### src/include/mxio_pkg.sv
package mxio_pkg;
  // ==========================================================
  // input vector layout after conditioning
  localparam int IN_W = 17;
  localparam int IB_EXT = 0;
  localparam int IB_PHOTO = 1;
  localparam int IB_CLR = 2;
  localparam int IB_ENCA = 3;
  localparam int IB_ENCB = 4;
  localparam int IB_GP = 5;
  localparam int GP_W = 12;
  localparam int MSG_W = 8;
  localparam int DLY_W_DEF = 24;
  localparam int IRQ_W = 5;

  // ==========================================================
  // register byte offsets
  localparam logic [7:0] OFF_CTRL = 8'h00;
  localparam logic [7:0] OFF_DELAY = 8'h04;
  localparam logic [7:0] OFF_STOP = 8'h08;
  localparam logic [7:0] OFF_STATUS = 8'h0c;
  localparam logic [7:0] OFF_POS = 8'h10;
  localparam logic [7:0] OFF_IRQ_ST = 8'h14;
  localparam logic [7:0] OFF_IRQ_MASK = 8'h18;

  // control fields
  localparam int CB_TRIG_SRC = 0;
  localparam int CB_ENC_MODE = 1;
  localparam int CB_BOOT = 2;

  // status fields
  localparam int SB_READY = 0;
  localparam int SB_MARK = 1;
  localparam int SB_DONE = 2;
  localparam int SB_BOOT = 3;
  localparam int SB_ALARM = 4;
  localparam int SB_BUSY = 5;
  localparam int SB_MSG = 8;

  // interrupt status / mask fields
  localparam int IQ_TRIG = 0;
  localparam int IQ_DONE = 1;
  localparam int IQ_STOP = 2;
  localparam int IQ_ALARM = 3;
  localparam int IQ_CLEAR = 4;

  // reset values
  localparam logic [GP_W-1:0] STOP_RST = 12'h000;
  localparam logic [IRQ_W-1:0] IRQ_MASK_RST = 5'h00;
  localparam logic [31:0] POS_RST = 32'h0000_0000;

  // ==========================================================
  // timing
  localparam int CLK_NS = 5;
  localparam int DEB_TIME_NS = 20;
  localparam int DEB_CYCLES = (DEB_TIME_NS + CLK_NS - 1) / CLK_NS;

  typedef enum logic [1:0] {ST_IDLE, ST_DELAY, ST_MARK} mxio_state_t;
endpackage : mxio_pkg

### src/include/mxio_cond_if.sv
`timescale 1ns/1ps
// conditioned inputs passed from the input stage to the control core
interface mxio_cond_if;
  logic [mxio_pkg::IN_W-1:0] level;
  logic [mxio_pkg::IN_W-1:0] rise;
  modport src (output level, output rise);
  modport dst (input level, input rise);
endinterface : mxio_cond_if

### src/design/mxio_in_cond.sv
`timescale 1ns/1ps
module mxio_in_cond #(
  parameter int DEB_CYCLES = mxio_pkg::DEB_CYCLES
) (
  input wire logic pclk,
  input wire logic presetn,
  input wire logic [mxio_pkg::IN_W-1:0] raw,
  mxio_cond_if.src cond
);
  import mxio_pkg::*;

  localparam int CW = $clog2(DEB_CYCLES + 1);

  typedef struct packed {
    logic [IN_W-1:0] s1;
    logic [IN_W-1:0] s2;
    logic [IN_W-1:0] stab;
    logic [IN_W-1:0] rise;
    logic [IN_W-1:0][CW-1:0] cnt;
  } mxio_cond_st_t;

  mxio_cond_st_t q;
  mxio_cond_st_t d;
  wire [IN_W-1:0] stab_n;
  wire [IN_W-1:0] rise_n;
  wire [IN_W-1:0][CW-1:0] cnt_n;

  // ==========================================================
  // per-bit debounce: level must disagree for DEB_CYCLES in a row
  genvar i;
  generate
    for (i = 0; i < IN_W; i++) begin : g_bit
      wire settled = (q.s2[i] == q.stab[i]);
      wire expired = (q.cnt[i] == CW'(DEB_CYCLES - 1));
      assign cnt_n[i] = (settled || expired) ? '0 : q.cnt[i] + CW'(1);
      assign stab_n[i] = (!settled && expired) ? q.s2[i] : q.stab[i];
      assign rise_n[i] = !settled && expired && q.s2[i];
    end
  endgenerate

  // s1 feeds only s2, nothing else looks at it
  always_comb begin
    d.s1 = raw;
    d.s2 = q.s1;
    d.stab = stab_n;
    d.rise = rise_n;
    d.cnt = cnt_n;
  end

  always_ff @(posedge pclk or negedge presetn) begin
    if (!presetn) begin
      q <= '0;
    end else begin
      q <= d;
    end
  end

  assign cond.level = q.stab;
  assign cond.rise = q.rise;
endmodule : mxio_in_cond

### src/design/mxio_top.sv
// Our own choices: the APB interface to the registers and the register addresses.
`timescale 1ns/1ps
// How it works
// - line-controller trigger only when source selects it
// - fault clear after alarm release restores ready
// - ready held high during print-ready mode
// - done output set when marking completes
// - marking output high for whole marking
// - boot-ok high once initialisation completes
// - alarm output high while alarm active
// - general bits 0-7 carry message code
// - any mapped stop bit halts marking
// - per-bit function chosen by setup register
// - programmable delay from trigger to marking
// - encoder steps pace the delay
// - message code is unsigned, bit 0 lsb
module mxio_top #(
  parameter int DLY_W = mxio_pkg::DLY_W_DEF,
  parameter int DEB_CYCLES = mxio_pkg::DEB_CYCLES
) (
  input wire logic pclk,
  input wire logic presetn,
  input wire logic psel,
  input wire logic penable,
  input wire logic pwrite,
  input wire logic [7:0] paddr,
  input wire logic [31:0] pwdata,
  output logic [31:0] prdata,
  output logic pready,
  output logic pslverr,
  input wire logic external_print_trigger,
  input wire logic photocell_in,
  input wire logic fault_clear_input,
  input wire logic encoder_phase_a,
  input wire logic encoder_phase_b,
  input wire logic [mxio_pkg::GP_W-1:0] gen_in,
  input wire logic alarm_cond,
  input wire logic engine_done,
  output logic print_ready_output,
  output logic print_done_output,
  output logic marking_active_output,
  output logic boot_ok_output,
  output logic alarm_output,
  output logic mark_start,
  output logic mark_abort,
  output logic [mxio_pkg::MSG_W-1:0] msg_select,
  output logic [31:0] enc_position,
  output logic irq
);
  import mxio_pkg::*;

  typedef struct packed {
    mxio_state_t st;
    logic trig_src;
    logic enc_mode;
    logic boot;
    logic [DLY_W-1:0] delay;
    logic [DLY_W-1:0] dcnt;
    logic [GP_W-1:0] stop_mask;
    logic [IRQ_W-1:0] irq_st;
    logic [IRQ_W-1:0] irq_mask;
    logic alarm;
    logic done;
    logic start;
    logic abort;
    logic [MSG_W-1:0] msg;
    logic [31:0] pos;
    logic [1:0] enc_prev;
    logic [31:0] rdata;
  } mxio_top_st_t;

  localparam mxio_top_st_t ST_RST = '{
    st: ST_IDLE,
    trig_src: 1'b0,
    enc_mode: 1'b0,
    boot: 1'b0,
    delay: '0,
    dcnt: '0,
    stop_mask: STOP_RST,
    irq_st: '0,
    irq_mask: IRQ_MASK_RST,
    alarm: 1'b0,
    done: 1'b0,
    start: 1'b0,
    abort: 1'b0,
    msg: '0,
    pos: POS_RST,
    enc_prev: 2'h0,
    rdata: 32'h0000_0000
  };

  mxio_top_st_t q;
  mxio_top_st_t d;

  // ==========================================================
  // input conditioning
  mxio_cond_if cond_bus ();

  mxio_in_cond #(
    .DEB_CYCLES(DEB_CYCLES)
  ) u_cond (
    .pclk(pclk),
    .presetn(presetn),
    .raw({gen_in, encoder_phase_b, encoder_phase_a, fault_clear_input,
          photocell_in, external_print_trigger}),
    .cond(cond_bus.src)
  );

  logic enc_a;
  logic enc_b;
  logic step;
  logic step_up;
  logic stop_any;
  logic trig_rise;
  logic ready;
  logic setup_ph;
  logic rd_acc;
  logic wr_acc;
  logic mapped;
  logic [31:0] rmux;
  logic [31:0] stat_w;
  logic [IRQ_W-1:0] ev;

  // ==========================================================
  // quadrature: one phase change per step, a double change is dropped
  assign enc_a = cond_bus.level[IB_ENCA];
  assign enc_b = cond_bus.level[IB_ENCB];
  assign step = (enc_a ^ q.enc_prev[1]) ^ (enc_b ^ q.enc_prev[0]);
  assign step_up = enc_a ^ q.enc_prev[0];

  // stop bits are whichever general inputs setup maps to stop
  assign stop_any = |(cond_bus.level[IB_GP +: GP_W] & q.stop_mask);
  assign trig_rise = q.trig_src ? cond_bus.rise[IB_EXT] : cond_bus.rise[IB_PHOTO];
  // ready mode: initialised and no alarm latched
  assign ready = q.boot & ~q.alarm;

  // apb phases
  assign setup_ph = psel & ~penable;
  assign rd_acc = psel & penable & ~pwrite;
  assign wr_acc = psel & penable & pwrite;

  // ==========================================================
  // next state
  always_comb begin
    d = q;
    d.start = 1'b0;
    d.abort = 1'b0;
    d.enc_prev = {enc_a, enc_b};
    ev = '0;

    // status word
    stat_w = 32'h0000_0000;
    stat_w[SB_READY] = ready;
    stat_w[SB_MARK] = (q.st == ST_MARK);
    stat_w[SB_DONE] = q.done;
    stat_w[SB_BOOT] = q.boot;
    stat_w[SB_ALARM] = q.alarm;
    stat_w[SB_BUSY] = (q.st != ST_IDLE);
    stat_w[SB_MSG +: MSG_W] = q.msg;

    // read decode
    mapped = 1'b1;
    rmux = 32'h0000_0000;
    unique case (paddr)
      OFF_CTRL: begin
        rmux[CB_TRIG_SRC] = q.trig_src;
        rmux[CB_ENC_MODE] = q.enc_mode;
        rmux[CB_BOOT] = q.boot;
      end
      OFF_DELAY: rmux[DLY_W-1:0] = q.delay;
      OFF_STOP: rmux[GP_W-1:0] = q.stop_mask;
      OFF_STATUS: rmux = stat_w;
      OFF_POS: rmux = q.pos;
      OFF_IRQ_ST: rmux[IRQ_W-1:0] = q.irq_st;
      OFF_IRQ_MASK: rmux[IRQ_W-1:0] = q.irq_mask;
      default: mapped = 1'b0;
    endcase
    // read data captured in setup so prdata comes from a flop
    if (setup_ph) begin
      d.rdata = rmux;
    end

    // position follows the conveyor in both directions
    if (step) begin
      d.pos = step_up ? q.pos + 32'h0000_0001 : q.pos - 32'h0000_0001;
    end

    // alarm latch: released only by fault clear once condition is gone
    if (alarm_cond) begin
      d.alarm = 1'b1;
      ev[IQ_ALARM] = ~q.alarm;
    end else if (q.alarm && cond_bus.rise[IB_CLR]) begin
      d.alarm = 1'b0;
      ev[IQ_CLEAR] = 1'b1;
    end

    // print sequence
    unique case (q.st)
      ST_IDLE: begin
        if (ready && trig_rise && !stop_any) begin
          d.st = ST_DELAY;
          d.dcnt = q.delay;
          // stop-mapped bits read as zero in the code
          // unsigned table position, general bit 0 is the lsb
          d.msg = cond_bus.level[IB_GP +: MSG_W] & ~q.stop_mask[MSG_W-1:0];
          d.done = 1'b0;
          ev[IQ_TRIG] = 1'b1;
        end
      end
      ST_DELAY: begin
        if (stop_any || alarm_cond) begin
          d.st = ST_IDLE;
          d.abort = 1'b1;
          ev[IQ_STOP] = stop_any;
        end else if (q.dcnt == '0) begin
          d.st = ST_MARK;
          d.start = 1'b1;
        end else if (!q.enc_mode || step) begin
          // encoder mode counts conveyor steps, not clock cycles
          d.dcnt = q.dcnt - DLY_W'(1);
        end
      end
      ST_MARK: begin
        if (stop_any || alarm_cond) begin
          d.st = ST_IDLE;
          d.abort = 1'b1;
          ev[IQ_STOP] = stop_any;
        end else if (engine_done) begin
          d.st = ST_IDLE;
          d.done = 1'b1;
          ev[IQ_DONE] = 1'b1;
        end
      end
    endcase

    // register writes
    if (wr_acc) begin
      unique case (paddr)
        OFF_CTRL: begin
          d.trig_src = pwdata[CB_TRIG_SRC];
          d.enc_mode = pwdata[CB_ENC_MODE];
          d.boot = q.boot | pwdata[CB_BOOT];
        end
        OFF_DELAY: d.delay = pwdata[DLY_W-1:0];
        OFF_STOP: d.stop_mask = pwdata[GP_W-1:0];
        OFF_IRQ_MASK: d.irq_mask = pwdata[IRQ_W-1:0];
        default: ;
      endcase
    end

    // read clears only what was returned; a new event still wins
    if (rd_acc && paddr == OFF_IRQ_ST) begin
      d.irq_st = q.irq_st & ~q.rdata[IRQ_W-1:0];
    end
    d.irq_st = d.irq_st | ev;
  end

  always_ff @(posedge pclk or negedge presetn) begin
    if (!presetn) begin
      q <= ST_RST;
    end else begin
      q <= d;
    end
  end

  // ==========================================================
  // outputs
  assign prdata = q.rdata;
  assign pready = 1'b1;
  assign pslverr = psel & penable & ~mapped;
  assign print_ready_output = ready;
  assign print_done_output = q.done;
  assign marking_active_output = (q.st == ST_MARK);
  assign boot_ok_output = q.boot;
  assign alarm_output = q.alarm;
  assign mark_start = q.start;
  assign mark_abort = q.abort;
  assign msg_select = q.msg;
  assign enc_position = q.pos;
  assign irq = |(q.irq_st & q.irq_mask);
endmodule : mxio_top

### config.mk
export PLATFORM = sky130hd
export DESIGN_NAME = mxio_top
export DESIGN_NICKNAME = d
export VERILOG_FILES = /design/src/include/mxio_pkg.sv /design/src/include/mxio_cond_if.sv /design/src/design/mxio_in_cond.sv /design/src/design/mxio_top.sv
export SDC_FILE = /design/constraint.sdc
export NUM_CORES = 1
export LEC_CHECK = 0
export ABC_AREA = 1
export BUFFER_PORTS_ARGS = -buffer_cell sky130_fd_sc_hd__buf_2
export CORE_AREA = 2 2 163 165
export CTS_CLUSTER_DIAMETER = 50
export DETAILED_ROUTE_END_ITERATION = 7
export DIE_AREA = 0 0 165 167
export PLACE_DENSITY = 0.88
export SYNTH_ARGS = -nofsm -noshare
export SYNTH_HDL_FRONTEND = slang
export SYNTH_SLANG_ARGS = --single-unit
### constraint.sdc
create_clock -name pclk -period 2.1 [get_ports pclk]
set_clock_uncertainty 0.05 [all_clocks]
set_input_delay 0.315 -clock pclk [delete_from_list [all_inputs] [get_ports pclk]]
set_output_delay 0.315 -clock pclk [all_outputs]
set_load 0.05 [all_outputs]
# ---- Word-level counts from Yosys, hierarchy flattened
# Cells that the tools add are included.
dict set report word_totals {
  out_inout_bits 82
  elab_cells 285
  input_bits 64
  regBits 258
}
dict set report op_classes {
  muxes 58
  n_bitwise 22
  eq_ne 50
  reduce_logical 81
  add_sub_neg 20
}
# cell count
set ops {}
lappend ops {{2-to-1 mux 24 bit} 4}
lappend ops {{adder 3 x 1 -> 3 bit, second input constant} 17}
lappend ops {{== test 3 x 2 -> 1 bit, second input constant} 17}
lappend ops {{2-to-1 mux 3 bit} 17}
lappend ops {{case mux 24 bit (2 select lines)} 1}
lappend ops {{case mux 12 bit (3 select lines)} 1}
lappend ops {{adder 32 x 1 -> 32 bit, second input constant} 1}
lappend ops {{2-to-1 mux 32 bit} 1}
lappend ops {{subtractor 32 x 1 -> 32 bit, second input constant} 1}
lappend ops {{case mux 7 bit (4 select lines)} 1}
lappend ops {{== test 8 x 5 -> 1 bit, second input constant} 3}
lappend ops {{logical AND 1 bit} 24}
lappend ops {{zero test 24 bit} 1}
lappend ops {{subtractor 24 x 1 -> 24 bit, second input constant} 1}
lappend ops {{2-to-1 mux 1 bit} 22}
lappend ops {{case mux 3 bit (7 select lines)} 1}
lappend ops {{zero test 1 bit} 19}
lappend ops {{logical OR 1 bit} 19}
lappend ops {{== test 1 bit} 17}
lappend ops {{== test 8 x 4 -> 1 bit, second input constant} 2}
lappend ops {{bitwise AND 12 bit} 1}
lappend ops {{!= test 2 bit, second input constant} 6}
lappend ops {{case mux 2 bit (6 select lines)} 1}
lappend ops {{OR reduction 12 bit} 1}
lappend ops {{other kinds (29)} 52}

# ---- Longest topological paths before layout
dict set report logic_depth {
  depth_word 7
  mapped_depth 18
  depth_no_buf 17
}

# ---- By module
# From an unflattened synthesis, not the netlist that was laid out.
dict set report hier_totals {
  hier_cells 1866
  hier_area_um2 14818.0
}
# module seq_area_each_um2 n_inst area_each_um2 cells_per_inst
set by_module_without_submodules {}
lappend by_module_without_submodules {mxio_top 3828.7 1 10199.8 1455}
lappend by_module_without_submodules {mxio_in_cond 2977.9 1 4618.2 411}

# ---- Worst setup path before layout
# Ideal clock, no wire load.
dict set report synth_timing {
  kind {reg2reg}
  from {register q (netlist bit boot_ok_output)}
  to {register q (netlist bit msg_select[2])}
  path_slack_ns 0.138
  path_buffers 1
  period_less_slack_ns 1.962
  setup_time_ns 0.095
  stages_incl_launch_ff 8
  arrival_time_ns 1.816
  required_time_ns 1.955
  path_cell_list {dfrtp_1 inv_1 nor4_1 nand2_1 nor2_1 inv_1 clkbuf_1 o31ai_1}
}
dict set report synth_via {
  elab_chain_len 4
}
# item line_no
set synth_lines {}
lappend synth_lines {{from (decl)} mxio_top.sv:92} ;# mxio_top_st_t q;
lappend synth_lines {{from (signal assigned)} mxio_top.sv:260} ;# q <= ST_RST;
lappend synth_lines {{from (signal assigned)} mxio_top.sv:262} ;# q <= d;
lappend synth_lines {{bitwise AND 1 bit} mxio_top.sv:135} ;# assign ready = q.boot & ~q.alarm;
lappend synth_lines {{logical AND 1 bit (2 in a row)} mxio_top.sv:200} ;# if (ready && trig_rise && !stop_any) begin
lappend synth_lines {{AND reduction 2 bit (no source line)} --}
# No other way between the ends.
# A chain may end at the register's enable or synchronous reset.

# ---- Worst setup path in the final report
dict set report layout_timing {
  from {register u_cond.q (netlist bit u_cond.cond.level[3])}
  to {register q (netlist bit enc_position[30])}
}
dict set report layout_via {
  elab_chain_len 2
  elab_cells_between_ends 4
  classes_between {mux (1); bitwise (3)}
}
# item line_no
set layout_lines {}
lappend layout_lines {{from (decl)} mxio_in_cond.sv:22} ;# mxio_cond_st_t q;
lappend layout_lines {{from (signal assigned)} mxio_in_cond.sv:52} ;# q <= '0;
lappend layout_lines {{from (signal assigned)} mxio_in_cond.sv:54} ;# q <= d;
lappend layout_lines {{XOR 1 bit (on tied branches)} {mxio_top.sv:129, mxio_top.sv:128}}
lappend layout_lines {{2-to-1 mux 32 bit / XOR 1 bit (equally long branches)} {mxio_top.sv:185, mxio_top.sv:128}}
# Parallel ways exist; a longest one is shown, timed or not.

==> impl_metrics.yaml <==
grt:
  grt_pass1_vias: 11970
  grt_max_degree: 79
  grt_pass1_wl_mm: 60.99
  overflow: 0
  track_usage_pct: 27.76
  grt_antenna_before_repair: 1
place:
  dpl.cell_count: 2228
  dp.final_hpwl_mm: 27.83
  port-buffer-count: 136
  place_ws_ns: -0.1363
  gp_congestion: 0.9705
synth:
  synth_common_cells: "nand2_1 (480), dfrtp_1 (258), inv_1 (231)"
  yosysTopAreaCell: "dfrtp_1"
  yosys.cell_count.top_type: "nand2_1"
  synth.distinct_cells: 45
  synth_edf_count: 0
  async_reset_ff_share_pct: 100.0
  syn-cell-area_um2: 13730
  synth-main-ff-cell: "dfrtp_1"
  synth-seq-area-share_pct: 47.02
  synthTopCellsByArea: "dfrtp_1 (47%), nand2_1 (13%), inv_1 (6.3%)"
  synth-warning-count: 0
  syn_inst: 1739
  syn_avg_cell_area_um2: 7.895
  ys_ff_latch: 258
  synth_top_area_share_pct: 47.02
  synth_nets: 1843
sta:
  report.final.slew_viol_count: 0
  finalSetupTns_ns: -0.2576
  finalWorstSetupSlack_ns: -0.03675
  setup_viol: 14
  layout_min_cycle_time_ns: 2.137
  holdWs_ns: 0.007904
  max_freq_mhz: 468.0
  rsz0062_at_grt: "true"
  fin_crit_sh_pct: 101.7
  hold_viol_final: 0
clock_network:
  htreeDepth: 1
  root_buffer: "clkbuf_16"
  tritoncts: "done"
  clk_pin_slew_ns: 0.06
  clock-sinks: 258
  cts_buffers: 28
  cts_buffer_depth: 3
  insertion_delay_ns: 0.56
worst_setup_path:
  cp.required_ns: 2.49
  criticalPathCategory: "register to register"
  critPathArrivalTime_ns: 2.52
  worstSetupEndpointType: "register"
  worstPathMaxFanout: 17
  startpoint_type: "register"
detailed_routing:
  wirelength_mm: 39.57
  vias: 12760
  antenna_left: 0
  wl_per_cell_um: 17.03
  firstDrtPassIters: 6
  drt_iter0_markers: 1346
  via_per_inst: 5.493
  route.detailed.drc: 0
floorplanning:
  initial_core_util_pct: 53.29
  core_area_um2: 25760
  die_h_um: 167
  top_level_ports: 146
  die_w_um: 165
  row_count: 59
  dieArea_um2: 27560
power_and_ir_drop:
  vdd_drop_max_mv: 1.225
  power_density_nw_per_um2: 1721
  leakagePower_nw: 8.961
layout:
  num_antenna_cells: 0
  nNetsFinal: 2070
  layoutNonFillerInstCount: 2323
  area_growth_pct: 26.58
  drive_above_1_share_pct: 25.96
job:
  drv_cap: 0
status:
  outcome: "finished with violations"
  violations: "negative setup slack"
min_path:
  hp-class: "input port to register"
[cells in the final DEF (no fill, tap or decap), types with 7 or more instances in the layout]
master         count
buf_6              9
nand2_2           76
o22ai_1           24
buf_2            133
nor3_2             7
nor2_2            15
a41oi_1           19
clkbuf_16         32
or2_2              7
a221oi_1           9
dfrtp_1          256
o21ai_1           12
inv_1            225
xnor2_1            8
o31ai_1           16
nand2_1          387
nor3_1            10
nor2_4            13
nor2_1           116
nand4_1            8
mux2_2            10
xor2_1            14
a21oi_1           46
o21ai_0          121
ha_1              39
buf_12             8
nand3_1           99
dlygate4sd3_1     30
buf_4            126
nand2_4           21
[worst max-delay path, cell delays in order, from the launching register on]
cell	delay (ns)
dfrtp_2	0.47
nand2_2	0.14
nand2_4	0.10
buf_12	0.16
buf_4	0.15
nand2_1	0.10
nand2_4	0.09
nor2_4	0.14
nand3_2	0.10
nor3_2	0.22
nand2_2	0.08
nand2_1	0.06
nand2_1	0.04
nand3_1	0.07
nand2_1	0.05
[metrics by stage]
stage	power [mW]	util, %	cell area (um2)
global placement	21.16	58.93	15180
global route	31.85	67.46	17380
CTS	27.79	64.91	16720
finish	29.91	67.46	17380
floorplan	16.98	-	13730
detailed placement	21.64	58.93	15180
[sequential cells by signal, indices dropped and copies added, names as in the netlist, 3 cells and up]
register and count:
q 76, u_cond.q 68, enc_position 32, prdata 32
u_cond.cond.level 17, u_cond.d 17, msg_select 8, u_cond.cond.rise 3
[worst paths after layout]
kind | start | endpoint | slack, ns | depth (start not counted)
max | u_cond.cond.level[3] | enc_position[30] | -0.04 | 14
min | alarm_cond | alarm_output | 0.008 | 3
max reg2reg | u_cond.cond.level[3] | enc_position[30] | -0.04 | 14
min reg2reg | u_cond.d[88] | u_cond.q[88] | 0.30 | 0
max in group asynchronous | presetn | u_cond.q[48] | 1.01 | 3
min in group asynchronous | presetn | enc_position[22] | 0.21 | 2
[where the power goes]
part / total (mW) / internal (mW) / leakage [nW] / switching [mW]
logic: 17.1 / 6.54 / 5.21 / 10.6
registers: 7.46 / 6.25 / 3.27 / 1.21
clock network: 5.31 / 3.18 / 0.475 / 2.13
[per-layer routing]
| metal | vias to the layer above | global-route usage [%] | routed length [um] |
|---|---|---|---|
| li1 | 5988 | - | - |
| met1 | 6102 | 36.66 | 15810 |
| met2 | 561 | 45.45 | 18790 |
| met3 | 109 | 5.181 | 3358 |
| met4 | 0 | 10.32 | 1608 |
| met5 | - | 0 | 0 |
[logic make-up after synthesis]
logic type | Yosys count | synth area share (%)
buf+inv | 352 | 12.04
simple gates | 777 | 22.97
other cells | 1 | 0.02731
xor+xnor | 27 | 1.722
fa+ha+maj | 40 | 3.645
flops | 258 | 47.02
mux | 10 | 0.8202
compound gates | 274 | 11.75
[cell type report]
| cell class | count | area (um2) |
|---|---|---|
| clock inverters | 17 | 256.5 |
| inverters | 235 | 890.9 |
| multi-input cells | 1129 | 6281 |
| fillers | 2004 | 8384 |
| well taps | 335 | 419.2 |
| clock buffers | 35 | 747.0 |
| repair buffers | 314 | 2326 |
| flip-flops and latches | 258 | 6459 |
[what timing repair did]
action,4_1_cts,5_1_grt
endpoints found under the hold margin,73,0
buffers inserted,2,6
pin swaps,13,41
resized for setup,69,154
hold buffers,30,0
endpoints found under the setup margin,57,59
cloned,0,5
(Power assumes the default switching activity.)
